==> src/opmrs_regs.vh <==
`ifndef OPMRS_REGS_VH
`define OPMRS_REGS_VH

// Core clock rate
`define OPMRS_CLK_MHZ 50

// Register offsets
`define OPMRS_ADDR_OSC 4'h0
`define OPMRS_ADDR_STATUS 4'h1
`define OPMRS_ADDR_CONFIG 4'h2
`define OPMRS_ADDR_STATE 4'h3

// Oscillator control register fields
`define OPMRS_OSC_SEL_BIT 0
`define OPMRS_OSC_STOP_BIT 1
`define OPMRS_OSC_MODE_LSB 2
`define OPMRS_OSC_MODE_MSB 3
`define OPMRS_OSC_LCK_BIT 4
`define OPMRS_OSC_RESET 8'h01

// Operating mode field codes
`define OPMRS_MODE_RUN 2'h0
`define OPMRS_MODE_HALT 2'h1
`define OPMRS_MODE_STANDBY 2'h2

// Status register fields
`define OPMRS_ST_PD_BIT 3
`define OPMRS_ST_TO_BIT 4
`define OPMRS_ST_GIE_BIT 7

// Configuration register fields
`define OPMRS_CFG_STARTUP_BIT 0
`define OPMRS_CFG_PWR_LSB 1
`define OPMRS_CFG_PWR_MSB 3
`define OPMRS_CFG_DIV4_BIT 4
`define OPMRS_CFG_T0SRC_BIT 5
`define OPMRS_CFG_WDTRST_BIT 6
`define OPMRS_CFG_RESET 8'h41

// Power-up wait times in microseconds
`define OPMRS_PWR_T0_US 140
`define OPMRS_PWR_T1_US 4500
`define OPMRS_PWR_T2_US 18000
`define OPMRS_PWR_T3_US 72000
`define OPMRS_PWR_T4_US 288000

// Oscillator period counts
`define OPMRS_OST_PERIODS 5'h10
`define OPMRS_HALT_STAB_PERIODS 5'h10

// Wake-up
`define OPMRS_IRQ_VECTOR 11'h008
`define OPMRS_STBY_WAKE_MASK 8'hff
`define OPMRS_HALT_WAKE_MASK 8'hdc

`endif

==> src/opmrs_sync.v <==
`timescale 1ns/10ps
`default_nettype none

module opmrs_sync #(
   parameter W = 1
) (
   input wire clk,
   input wire rst_n,
   input wire [W-1:0] d,
   output reg [W-1:0] q
);

   reg [W-1:0] meta_r;

   always @(posedge clk or negedge rst_n) begin
      if (!rst_n) begin
         meta_r <= {W{1'b0}};
         q <= {W{1'b0}};
      end else begin
         meta_r <= d;
         q <= meta_r;
      end
   end

endmodule

`default_nettype wire

==> src/opmrs_count.v <==
`timescale 1ns/10ps
`default_nettype none

module opmrs_count #(
   parameter W = 8
) (
   input wire clk,
   input wire rst_n,
   input wire load,
   input wire [W-1:0] load_val,
   input wire step,
   output wire done
);

   reg [W-1:0] cnt_r;

   always @(posedge clk or negedge rst_n) begin
      if (!rst_n) begin
         cnt_r <= {W{1'b0}};
      end else if (load) begin
         cnt_r <= load_val;
      end else if (step && (cnt_r != {W{1'b0}})) begin
         cnt_r <= cnt_r - {{(W-1){1'b0}}, 1'b1};
      end
   end

   assign done = (cnt_r == {W{1'b0}});

endmodule

`default_nettype wire

==> src/opmrs_top.v <==
// Operation
// - Reset completion enters normal or slow per config
// - Select bit chooses high or low oscillator
// - High oscillator stops only by stop bit or halt
// - Mode field 10b standby, 01b halt
// - Low clock routed to timer0 in normal
// - Halt entry: power-down clear, timeout set, watchdog clear
// - Standby stops execution, timers and modules follow enables
// - Halt disables oscillators, execution, timers, peripherals
// - Standby wakes on eight interrupt sources
// - Halt wakes on five listed sources only
// - Wake resumes normal or slow per select bit
// - Halt wake waits 16 oscillator periods
// - Wake branches to 0x008 when interrupts enabled
// - Reset on power-on, low voltage, pin, watchdog
// - Reset loads defined initial register values
// - Power-on, low-voltage, pin-from-halt flag effects
// - Watchdog reset flag effects depend on halt
// - Power-up wait from three-bit selection
// - Then 16 oscillator cycles start-up count
// - Stop bit and halt in one write
// - Interrupt enable set and cleared by instructions
// - Instruction clock is oscillator over 2 or 4
`include "opmrs_regs.vh"
`timescale 1ns/10ps
`default_nettype none

module opmrs_top #(
   parameter [31:0] PWRUP_CYC_0 = `OPMRS_PWR_T0_US * `OPMRS_CLK_MHZ,
   parameter [31:0] PWRUP_CYC_1 = `OPMRS_PWR_T1_US * `OPMRS_CLK_MHZ,
   parameter [31:0] PWRUP_CYC_2 = `OPMRS_PWR_T2_US * `OPMRS_CLK_MHZ,
   parameter [31:0] PWRUP_CYC_3 = `OPMRS_PWR_T3_US * `OPMRS_CLK_MHZ,
   parameter [31:0] PWRUP_CYC_4 = `OPMRS_PWR_T4_US * `OPMRS_CLK_MHZ
) (
   // Clock and reset
   input wire I_CORE_CLK,
   input wire I_RESET_N,
   // Register port
   input wire [3:0] I_ADDR,
   input wire [7:0] I_WDATA,
   input wire I_WR,
   input wire I_RD,
   output reg [7:0] O_RDATA,
   // Reset events
   input wire I_POR_EVENT,
   input wire I_LOW_VOLTAGE_RESET_EVENT,
   input wire I_RESET_PIN_N,
   input wire I_WDT_TIMEOUT,
   // Running system oscillator and wake sources
   input wire I_SYS_OSC,
   input wire [7:0] I_WAKE_SRC,
   // Instruction strobes
   input wire I_SLEEP_INSTR,
   input wire I_WATCHDOG_CLEAR_INSTRUCTION,
   input wire I_IRQ_ON_INSTRUCTION,
   input wire I_IRQ_OFF_INSTRUCTION,
   // Clock and gating controls
   output reg O_HIGH_OSC_EN,
   output reg O_LOW_OSC_EN,
   output reg O_SYS_CLK_HIGH,
   output reg O_INST_DIV4,
   output reg O_LOW_CLOCK_TO_TIMER0,
   output reg O_EXEC_EN,
   output reg O_TIMER_EN,
   output reg O_PERIPH_EN,
   output reg O_CPU_RESET_N,
   // Status and wake outputs
   output reg O_GLOBAL_IRQ_ENABLE,
   output reg O_WDT_CLEAR,
   output reg O_WAKE_BRANCH,
   output reg O_WAKE_CONTINUE,
   output reg [10:0] O_BRANCH_ADDR
);

   localparam ST_RESET = 3'h0;
   localparam ST_PWRUP = 3'h1;
   localparam ST_OST = 3'h2;
   localparam ST_RUN = 3'h3;
   localparam ST_STANDBY = 3'h4;
   localparam ST_HALT = 3'h5;
   localparam ST_STAB = 3'h6;

   reg [2:0] state_r;
   reg [2:0] state_nxt;
   reg [7:0] osc_control_reg_r;
   reg [7:0] config_r;
   reg timeout_flag_r;
   reg power_down_flag_r;
   reg global_irq_enable_r;
   reg fosc_d_r;
   reg pwr_load;
   reg osc_load;
   reg [23:0] pwr_cycles;
   wire [10:0] sync_q;
   wire [7:0] wake_s;
   wire por_s;
   wire lvr_s;
   wire pin_low_s;
   wire fosc_s;
   wire wdt_rst;
   wire evt_any;
   wire in_halt;
   wire pwr_done;
   wire osc_done;
   wire fosc_edge;
   wire osc_wr;
   wire [1:0] mode_wr;
   wire halt_req;
   wire stby_req;
   wire wake_stby;
   wire wake_halt;
   wire wake_now;

   opmrs_sync #(
      .W(11)
   ) u_sync (
      .clk(I_CORE_CLK),
      .rst_n(I_RESET_N),
      .d({I_WAKE_SRC, I_POR_EVENT, I_LOW_VOLTAGE_RESET_EVENT, ~I_RESET_PIN_N}),
      .q(sync_q)
   );

   opmrs_sync #(
      .W(1)
   ) u_sync_osc (
      .clk(I_CORE_CLK),
      .rst_n(I_RESET_N),
      .d(I_SYS_OSC),
      .q(fosc_s)
   );

   assign wake_s = sync_q[10:3];
   assign por_s = sync_q[2];
   assign lvr_s = sync_q[1];
   assign pin_low_s = sync_q[0];

   assign wdt_rst = I_WDT_TIMEOUT & config_r[`OPMRS_CFG_WDTRST_BIT];
   assign evt_any = por_s | lvr_s | pin_low_s | wdt_rst;
   assign in_halt = (state_r == ST_HALT) || (state_r == ST_STAB);

   assign fosc_edge = fosc_s & ~fosc_d_r;

   assign osc_wr = I_WR && (I_ADDR == `OPMRS_ADDR_OSC);
   assign mode_wr = I_WDATA[`OPMRS_OSC_MODE_MSB:`OPMRS_OSC_MODE_LSB];
   assign halt_req = I_SLEEP_INSTR || (osc_wr && (mode_wr == `OPMRS_MODE_HALT));
   assign stby_req = osc_wr && (mode_wr == `OPMRS_MODE_STANDBY);

   assign wake_stby = |(wake_s & `OPMRS_STBY_WAKE_MASK);
   assign wake_halt = |(wake_s & `OPMRS_HALT_WAKE_MASK);
   assign wake_now = ((state_r == ST_STANDBY) && wake_stby) ||
                     ((state_r == ST_STAB) && osc_done);

   always @* begin
      case (config_r[`OPMRS_CFG_PWR_MSB:`OPMRS_CFG_PWR_LSB])
         3'h0: pwr_cycles = PWRUP_CYC_0[23:0];
         3'h1: pwr_cycles = PWRUP_CYC_1[23:0];
         3'h2: pwr_cycles = PWRUP_CYC_2[23:0];
         3'h3: pwr_cycles = PWRUP_CYC_3[23:0];
         default: pwr_cycles = PWRUP_CYC_4[23:0];
      endcase
   end

   opmrs_count #(
      .W(24)
   ) u_pwr_cnt (
      .clk(I_CORE_CLK),
      .rst_n(I_RESET_N),
      .load(pwr_load),
      .load_val(pwr_cycles),
      .step(1'b1),
      .done(pwr_done)
   );

   // oscillator periods counted on the synchronised clock edges
   opmrs_count #(
      .W(5)
   ) u_osc_cnt (
      .clk(I_CORE_CLK),
      .rst_n(I_RESET_N),
      .load(osc_load),
      .load_val(state_r == ST_HALT ? `OPMRS_HALT_STAB_PERIODS : `OPMRS_OST_PERIODS),
      .step(fosc_edge),
      .done(osc_done)
   );

   always @* begin
      state_nxt = state_r;
      pwr_load = 1'b0;
      osc_load = 1'b0;
      case (state_r)
         ST_RESET: begin
            if (!evt_any) begin
               state_nxt = ST_PWRUP;
               pwr_load = 1'b1;
            end
         end
         ST_PWRUP: begin
            if (pwr_done) begin
               state_nxt = ST_OST;
               osc_load = 1'b1;
            end
         end
         ST_OST: begin
            if (osc_done) begin
               state_nxt = ST_RUN;
            end
         end
         ST_RUN: begin
            // halt takes precedence, stop bit stored alongside
            if (halt_req) begin
               state_nxt = ST_HALT;
            end else if (stby_req) begin
               state_nxt = ST_STANDBY;
            end
         end
         ST_STANDBY: begin
            if (wake_stby) begin
               state_nxt = ST_RUN;
            end
         end
         ST_HALT: begin
            if (wake_halt) begin
               state_nxt = ST_STAB;
               osc_load = 1'b1;
            end
         end
         ST_STAB: begin
            if (osc_done) begin
               state_nxt = ST_RUN;
            end
         end
         default: begin
            state_nxt = ST_RESET;
         end
      endcase
      if (evt_any) begin
         state_nxt = ST_RESET;
         pwr_load = 1'b0;
         osc_load = 1'b0;
      end
   end

   always @(posedge I_CORE_CLK or negedge I_RESET_N) begin
      if (!I_RESET_N) begin
         state_r <= ST_RESET;
         fosc_d_r <= 1'b0;
         osc_control_reg_r <= `OPMRS_OSC_RESET;
         config_r <= `OPMRS_CFG_RESET;
         timeout_flag_r <= 1'b1;
         power_down_flag_r <= 1'b1;
         global_irq_enable_r <= 1'b0;
      end else begin
         state_r <= state_nxt;
         fosc_d_r <= fosc_s;
         if (I_WR && (I_ADDR == `OPMRS_ADDR_CONFIG)) begin
            config_r <= I_WDATA;
         end
         if (evt_any) begin
            osc_control_reg_r <= `OPMRS_OSC_RESET;
            global_irq_enable_r <= 1'b0;
            if (state_r != ST_RESET) begin
               if (por_s || lvr_s) begin
                  timeout_flag_r <= 1'b1;
                  power_down_flag_r <= 1'b1;
               end else if (pin_low_s) begin
                  // pin reset only changes flags from halt
                  if (in_halt) begin
                     timeout_flag_r <= 1'b1;
                     power_down_flag_r <= 1'b1;
                  end
               end else begin
                  timeout_flag_r <= 1'b0;
                  power_down_flag_r <= !in_halt;
               end
            end
         end else begin
            if ((state_r == ST_OST) && osc_done) begin
               osc_control_reg_r[`OPMRS_OSC_SEL_BIT] <= config_r[`OPMRS_CFG_STARTUP_BIT];
            end else if ((state_r == ST_RUN) && osc_wr) begin
               // select and stop bits under software control
               osc_control_reg_r <= {3'h0, I_WDATA[`OPMRS_OSC_LCK_BIT],
                                     (halt_req || stby_req) ? mode_wr : `OPMRS_MODE_RUN,
                                     I_WDATA[`OPMRS_OSC_STOP_BIT], I_WDATA[`OPMRS_OSC_SEL_BIT]};
            end else if ((state_r == ST_RUN) && I_SLEEP_INSTR) begin
               osc_control_reg_r[`OPMRS_OSC_MODE_MSB:`OPMRS_OSC_MODE_LSB] <= `OPMRS_MODE_HALT;
            end else if (wake_now) begin
               osc_control_reg_r[`OPMRS_OSC_MODE_MSB:`OPMRS_OSC_MODE_LSB] <= `OPMRS_MODE_RUN;
            end
            if ((state_r == ST_RUN) && halt_req) begin
               timeout_flag_r <= 1'b1;
               power_down_flag_r <= 1'b0;
            end else if ((state_r == ST_RUN) && I_WATCHDOG_CLEAR_INSTRUCTION) begin
               timeout_flag_r <= 1'b1;
               power_down_flag_r <= 1'b1;
            end
            if (I_IRQ_ON_INSTRUCTION) begin
               global_irq_enable_r <= 1'b1;
            end else if (I_IRQ_OFF_INSTRUCTION) begin
               global_irq_enable_r <= 1'b0;
            end
         end
      end
   end

   // Registered outputs follow the current state one cycle later
   always @(posedge I_CORE_CLK or negedge I_RESET_N) begin
      if (!I_RESET_N) begin
         O_RDATA <= 8'h00;
         O_HIGH_OSC_EN <= 1'b1;
         O_LOW_OSC_EN <= 1'b1;
         O_SYS_CLK_HIGH <= 1'b1;
         O_INST_DIV4 <= 1'b0;
         O_LOW_CLOCK_TO_TIMER0 <= 1'b0;
         O_EXEC_EN <= 1'b0;
         O_TIMER_EN <= 1'b0;
         O_PERIPH_EN <= 1'b0;
         O_CPU_RESET_N <= 1'b0;
         O_GLOBAL_IRQ_ENABLE <= 1'b0;
         O_WDT_CLEAR <= 1'b0;
         O_WAKE_BRANCH <= 1'b0;
         O_WAKE_CONTINUE <= 1'b0;
         O_BRANCH_ADDR <= 11'h000;
      end else begin
         O_RDATA <= 8'h00;
         if (I_RD) begin
            case (I_ADDR)
               `OPMRS_ADDR_OSC: O_RDATA <= osc_control_reg_r;
               `OPMRS_ADDR_STATUS: O_RDATA <= {global_irq_enable_r, 2'h0, timeout_flag_r,
                                               power_down_flag_r, 3'h0};
               `OPMRS_ADDR_CONFIG: O_RDATA <= config_r;
               `OPMRS_ADDR_STATE: O_RDATA <= {5'h00, state_r};
               default: O_RDATA <= 8'h00;
            endcase
         end
         // high oscillator stops only on stop bit or in halt
         // stop while selected is software's hazard
         O_HIGH_OSC_EN <= !osc_control_reg_r[`OPMRS_OSC_STOP_BIT] && (state_r != ST_HALT);
         O_LOW_OSC_EN <= (state_r != ST_HALT);
         O_SYS_CLK_HIGH <= osc_control_reg_r[`OPMRS_OSC_SEL_BIT];
         O_INST_DIV4 <= config_r[`OPMRS_CFG_DIV4_BIT];
         // low clock to timer0 in normal mode
         O_LOW_CLOCK_TO_TIMER0 <= (state_r == ST_RUN) && osc_control_reg_r[`OPMRS_OSC_SEL_BIT] &&
                                  osc_control_reg_r[`OPMRS_OSC_LCK_BIT] && config_r[`OPMRS_CFG_T0SRC_BIT];
         O_EXEC_EN <= (state_r == ST_RUN);
         O_TIMER_EN <= (state_r == ST_RUN) || (state_r == ST_STANDBY);
         O_PERIPH_EN <= (state_r == ST_RUN) || (state_r == ST_STANDBY);
         O_CPU_RESET_N <= (state_r != ST_RESET) && (state_r != ST_PWRUP) && (state_r != ST_OST);
         O_GLOBAL_IRQ_ENABLE <= global_irq_enable_r;
         O_WDT_CLEAR <= !evt_any && (state_r == ST_RUN) && (halt_req || I_WATCHDOG_CLEAR_INSTRUCTION);
         // vector on wake with interrupts on
         O_WAKE_BRANCH <= !evt_any && wake_now && global_irq_enable_r;
         O_WAKE_CONTINUE <= !evt_any && wake_now && !global_irq_enable_r;
         if (!evt_any && wake_now && global_irq_enable_r) begin
            O_BRANCH_ADDR <= `OPMRS_IRQ_VECTOR;
         end
      end
   end

endmodule

`default_nettype wire

==> config.mk <==
export PLATFORM = sky130hd
export DESIGN_NAME = opmrs_top
export DESIGN_NICKNAME = d
export VERILOG_FILES = /design/src/opmrs_sync.v /design/src/opmrs_count.v /design/src/opmrs_top.v
export VERILOG_INCLUDE_DIRS = /design/src
export SDC_FILE = /design/constraint.sdc
export NUM_CORES = 1
export LEC_CHECK = 0
export ABC_AREA = 0
export BUFFER_PORTS_ARGS = -buffer_cell sky130_fd_sc_hd__buf_4
export CORE_MARGIN = 2
export CORE_UTILIZATION = 40
export CTS_BUF_LIST = sky130_fd_sc_hd__clkbuf_16
export DETAILED_ROUTE_END_ITERATION = 8
export HOLD_SLACK_MARGIN = 0.12
export PLACE_DENSITY = 0.59
export SLEW_MARGIN = 0
export SYNTH_ARGS = -nofsm -noshare
export SYNTH_HDL_FRONTEND = slang
export SYNTH_SLANG_ARGS = --single-unit
==> constraint.sdc <==
create_clock -name I_CORE_CLK -period 3.9 [get_ports I_CORE_CLK]
set_input_delay 0.39 -clock I_CORE_CLK [delete_from_list [all_inputs] [get_ports I_CORE_CLK]]
set_output_delay 0.39 -clock I_CORE_CLK [all_outputs]
set_load 0.005 [all_outputs]
# == Word level (Yosys, flattened, before mapping) ==
# Index checks and enable logic that the tools add are counted.
# classes
add_sub_neg,2
n_mul,0
div,0
n_lt_le_gt_ge,0
eq_ne,25
n_shift,0
muxes,45
bitwise,7
reduce_logical,56
# op_table
operator,n
24-bit one-hot mux with 4 select lines,1
24-bit 2-to-1 mux,2
8-bit one-hot mux with 4 select lines,1
24-bit logical NOT,1
24-bit nonzero test,1
"24-bit by 1-bit subtractor with 24-bit output, second input constant",1
1-bit logical AND,23
1-bit 2-to-1 mux,21
3-bit 2-to-1 mux,7
3-bit one-hot mux with 6 select lines,1
8-bit 2-to-1 mux,2
"3-bit by 2-bit == test with 1-bit output, second input constant",4
"3-bit inequality test, second input constant",4
3-bit nonzero test,4
2-bit 2-to-1 mux,5
5-bit 2-to-1 mux,2
"3-bit == test, second input constant",3
"4-bit by 2-bit == test with 1-bit output, second input constant",2
"4-bit inequality test, second input constant",2
8-bit OR reduction,1
1-bit logical OR,7
7-bit 2-to-1 mux,1
"3-bit by 1-bit == test with 1-bit output, second input constant",2
3-bit logical NOT,2
24 further kinds,35
# word_totals
register_bits,97
latch_bits,0
ram_bits,0
mem_bits_ro,0
inputBits,33
out_inout_bits,32
n_memories,0

# == Logic depth before layout (Yosys ltp) ==
# depth
depth_word,9
mapped_depth,9

# == By module ==
# A second synthesis with hierarchy kept.
# unflattened
hier_cells,438
hier_area_um2,4519.3
# modules_own_cells
module,instances,cells_each,area_per_inst_um2,seq_area_each_um2
opmrs_top,1,214,2122.0,1036.0
opmrs_count at u_pwr_cnt,1,168,1492.7,600.6
opmrs_sync at u_sync,1,22,550.5,550.5
opmrs_count at u_osc_cnt,1,32,304.0,125.1
opmrs_sync at u_sync_osc,1,2,50.0,50.0

# == Least setup slack after synthesis ==
# No wires, ideal clock.
# synth_timing
path_kind,register to register
start,reg u_pwr_cnt.cnt_r[0]
end,reg u_pwr_cnt.cnt_r[15]
arrival_time_ns,2.057
required_time_ns,3.767
path_slack_ns,1.710
stages_incl_launch_ff,9
n_path_buf,1
period_less_slack_ns,2.190
path_cell_list,dfrtp_1 inv_1 ha_1 or3b_2 buf_4 or4b_1 nand4b_1 xor2_1 a21oi_1
# synth_between
elab_chain_cells,3
# synth_rtl
element,line,source
from (decl),opmrs_count.v:15,reg [W-1:0] cnt_r;
from (signal assigned),opmrs_count.v:19,cnt_r <= {W{1'b0}};
from (signal assigned),opmrs_count.v:21,cnt_r <= load_val;
from (signal assigned),opmrs_count.v:23,"cnt_r <= cnt_r - {{(W-1){1'b0}}, 1'b1};"
24-bit by 1-bit subtractor with 24-bit output,opmrs_count.v:23,
24-bit 2-to-1 mux,opmrs_count.v:22,end else if (step && (cnt_r != {W{1'b0}})) begin
24-bit 2-to-1 mux,opmrs_count.v:20,end else if (load) begin
# Parallel ways exist; a longest one is shown, timed or not. The select of a mux whose other input is x is not followed.
# A chain may end at the register's enable or synchronous reset.

# == Final worst setup path ==
# layout_timing
start,reg u_pwr_cnt.cnt_r[0]
end,reg u_osc_cnt.cnt_r[2]
# layout_between
elab_chain_cells,5
# layout_rtl
element,line,source
24-bit logical NOT *,opmrs_count.v:27,assign done = (cnt_r == {W{1'b0}});
1-bit 2-to-1 mux *,opmrs_top.v:198,if (pwr_done) begin
1-bit one-hot mux with 2 select lines *,opmrs_top.v:190,case (state_r)
1-bit 2-to-1 mux *,opmrs_top.v:236,if (evt_any) begin
5-bit 2-to-1 mux or 2-bit nonzero test (tied branches),-,
to (signal assigned),opmrs_count.v:19,
to (signal assigned),opmrs_count.v:21,
to (signal assigned),opmrs_count.v:23,
to (decl),opmrs_count.v:15,
# Every way passes the cells marked *; elsewhere a longest branch is shown, timed or not.

==> metrics.cfg <==
[synthesis]
ys.flop_type=dfrtp_1
synthCells=400
ys_types=69
synth_top_family_by_area=simple AND/OR/NAND/NOR gates
synth-seq-area-share_pct=54.5
synth_edf_count=0
synthMuxAreaShare_pct=4.50
ys_warn_count=0
synth-compound-area-share_pct=11.9
async_flop_share_pct=100
avgSynthCellArea_um2=10.8
synth-seq-cells=94
synth_xor_area_share_pct=3.84
synthAdderAreaFrac_pct=0.866
yosys.area_share.simple_pct=18.9
syn_area_um2=4330

[detailed_routing]
first_pass_iters=4
finalWirelength_um=9480
drt_iter0_drc=124
vias=3195
ant_nets=0
drc_errors=0
via_per_inst=5.41
wl_per_cell_um=16.0

[sta]
slew_headroom_pct=42.8
rsz0062_at_grt=false
slew_violations=0
period_needed_ps=2370
clock_skew_ps=6.44
finalSetupTns_ps=0
final-hold-violation-count=0
max_clock_freq_mhz=421
fin_crit_sh_pct=60.9
worst_pin_slew_ps=859
setup_viol=0
holdWs_ps=153

[floorplanning]
rows=38
ios=65
start_util_pct=40.5
die_x_um=108
core_um2=10700
die_h_um=108
die_area_um2=11700

[place]
place_congestion=0.852
portBuffers=54
dp_hpwl_um=6660

[grt]
grt_pass1_wl_um=15900
grtUsageTotal_pct=17.6
grt_pass1_vias=3136
grt_antenna_before_repair=0
grt_max_degree=68
grt-ovfl-total=0

[setup_path]
regToRegSetupSlack_ps=1530
path_buf_inv=1
cp_top_family=simple AND/OR/NAND/NOR gates
criticalPathCategory=reg2reg
critPathRequiredTime_ps=4110
crit_slowest_cell=or3b_2
crit_chain=inv_1, ha_1, or3b_2, nor3_4, nand3_4, o31ai_4, nor2_1
crit_arrival_ps=2590
worstPathMaxFanout=9
max_stage_delay_ps=580
crit_path_end_kind=flop
startpoint_type=flop

[clocking]
clock_sinks=94
clkTransAtPathRegs_ps=60
htree_levels=3
cts_tree=done
hold_buffers=0
clock-root-buffer=clkbuf_16
cts_setup_buffers=0
clk_latency_ps=340
cts_buffer_depth=2
cts_resized=0
numCtsBuffers=9

[finish]
layout_commonest_cell=dfrtp_1
fillCellCount=1002
drive_gt1_share_pct=23.7
n_antenna_cell=0
nNetsFinal=482
area_delta_synth_final_pct=16.9
layout_common_cells=dfrtp_1, buf_4, nor2_1, nand2_1, a21oi_1

[worst_hold_path]
hold_path_class=in2async

[pwr]
finalPower_mw=2.60
leakagePower_nw=2.18
peakVddDrop_uv=242
power.density_nw_per_um2=514

[run_status]
status=finished, final reports clean

[job]
drv_cap=0

area by class of cell:
class	count	area (µm²)	share of cell area [%]
clock buffer	9	225	4.45
inverter	10	37.5	0.741
clock inverter	7	73.8	1.46
timing repair buffer	56	420	8.30
tap	140	175	3.46
multi-input combinational	275	1770	35.0
sequential	94	2360	46.6
routing by layer:
metal  routed length, µm  track usage [%]  vias up
met3                 353             4.28       12
met1                4520             24.7     1612
li1                    -                -     1494
met4                 102             4.49        0
met5                   0                0        -
met2                4500             27.6       77
worst register-to-register path, delay by kind of cell (launching register included):
kind	cells	cell delay, ps
AND/OR/NAND/NOR	4	1230
flip-flops	1	380
buffers and inverters	1	90
adder cells (fa/ha/maj)	1	180
AO/OA/AOI/OAI	1	370
cell families after synthesis:
kind of cell	after synthesis
multiplexers	18
other	1
AO/OA/AOI/OAI	76
adder cells (fa/ha/maj)	3
AND/OR/NAND/NOR	149
buffers and inverters	40
XOR/XNOR	19
flip-flops	94
cell usage after synthesis (all sizes together), types with 5 or more instances:
library cell / count / area share [%]
a211oi: 6 / 1.2
a21oi: 20 / 2.3
a31oi: 6 / 0.87
buf: 17 / 2.9
clkbuf: 13 / 1.6
dfrtp: 86 / 50
dfstp: 8 / 4.9
inv: 10 / 0.87
mux2: 12 / 3.1
mux2i: 6 / 1.4
nand2: 31 / 2.7
nand3: 13 / 1.8
nor2: 40 / 3.6
nor2b: 6 / 0.87
nor3: 18 / 2.5
o21ai: 15 / 1.7
o31ai: 9 / 1.9
or3: 8 / 1.3
or4: 5 / 0.87
xnor2: 6 / 1.2
xor2: 13 / 2.6
where the power goes:
group          total, mW  switching [mW]  internal, mW  leakage (nW)
combinational      0.430           0.224         0.206         0.880
sequential          1.30           0.169          1.13          1.15
clock              0.878           0.378         0.500         0.147
total               2.60           0.771          1.83          2.18
through the flow:
stage          worst slack (ps)  cell area [µm²]  util [%]  instances
2_1_floorplan              1710             4370         -        409
3_3_place_gp               1640             4770      44.5        575
3_5_place_dp               1550             4770      44.5        575
4_1_cts                    1540             5060      47.3        591
5_1_grt                    1410             5060      47.3        591
6_report                   1530             5060      47.3        591
registers in the layout, summed over array words and instances, names as in the netlist, 3 cells and up:
register	count
u_sync.q	11
O_RDATA	8
config_r	8
u_sync.meta_r	11
state_r	3
osc_control_reg_r	5
u_osc_cnt.cnt_r	5
u_pwr_cnt.cnt_r	24
final timing paths:
kind | from | end | cells past startpoint
max in group asynchronous | I_RESET_N | O_LOW_OSC_EN | 2
worst max register to register | u_pwr_cnt.cnt_r[0] | u_osc_cnt.cnt_r[2] | 7
min in group I_CORE_CLK | I_SYS_OSC | u_sync_osc.meta_r | 1
worst min-delay path | I_RESET_N | O_RDATA[7] | 1
worst min register to register | u_sync.meta_r[2] | u_sync.q[2] | 0
worst max-delay path | u_pwr_cnt.cnt_r[0] | u_osc_cnt.cnt_r[2] | 7
(Power assumes the default switching activity.)
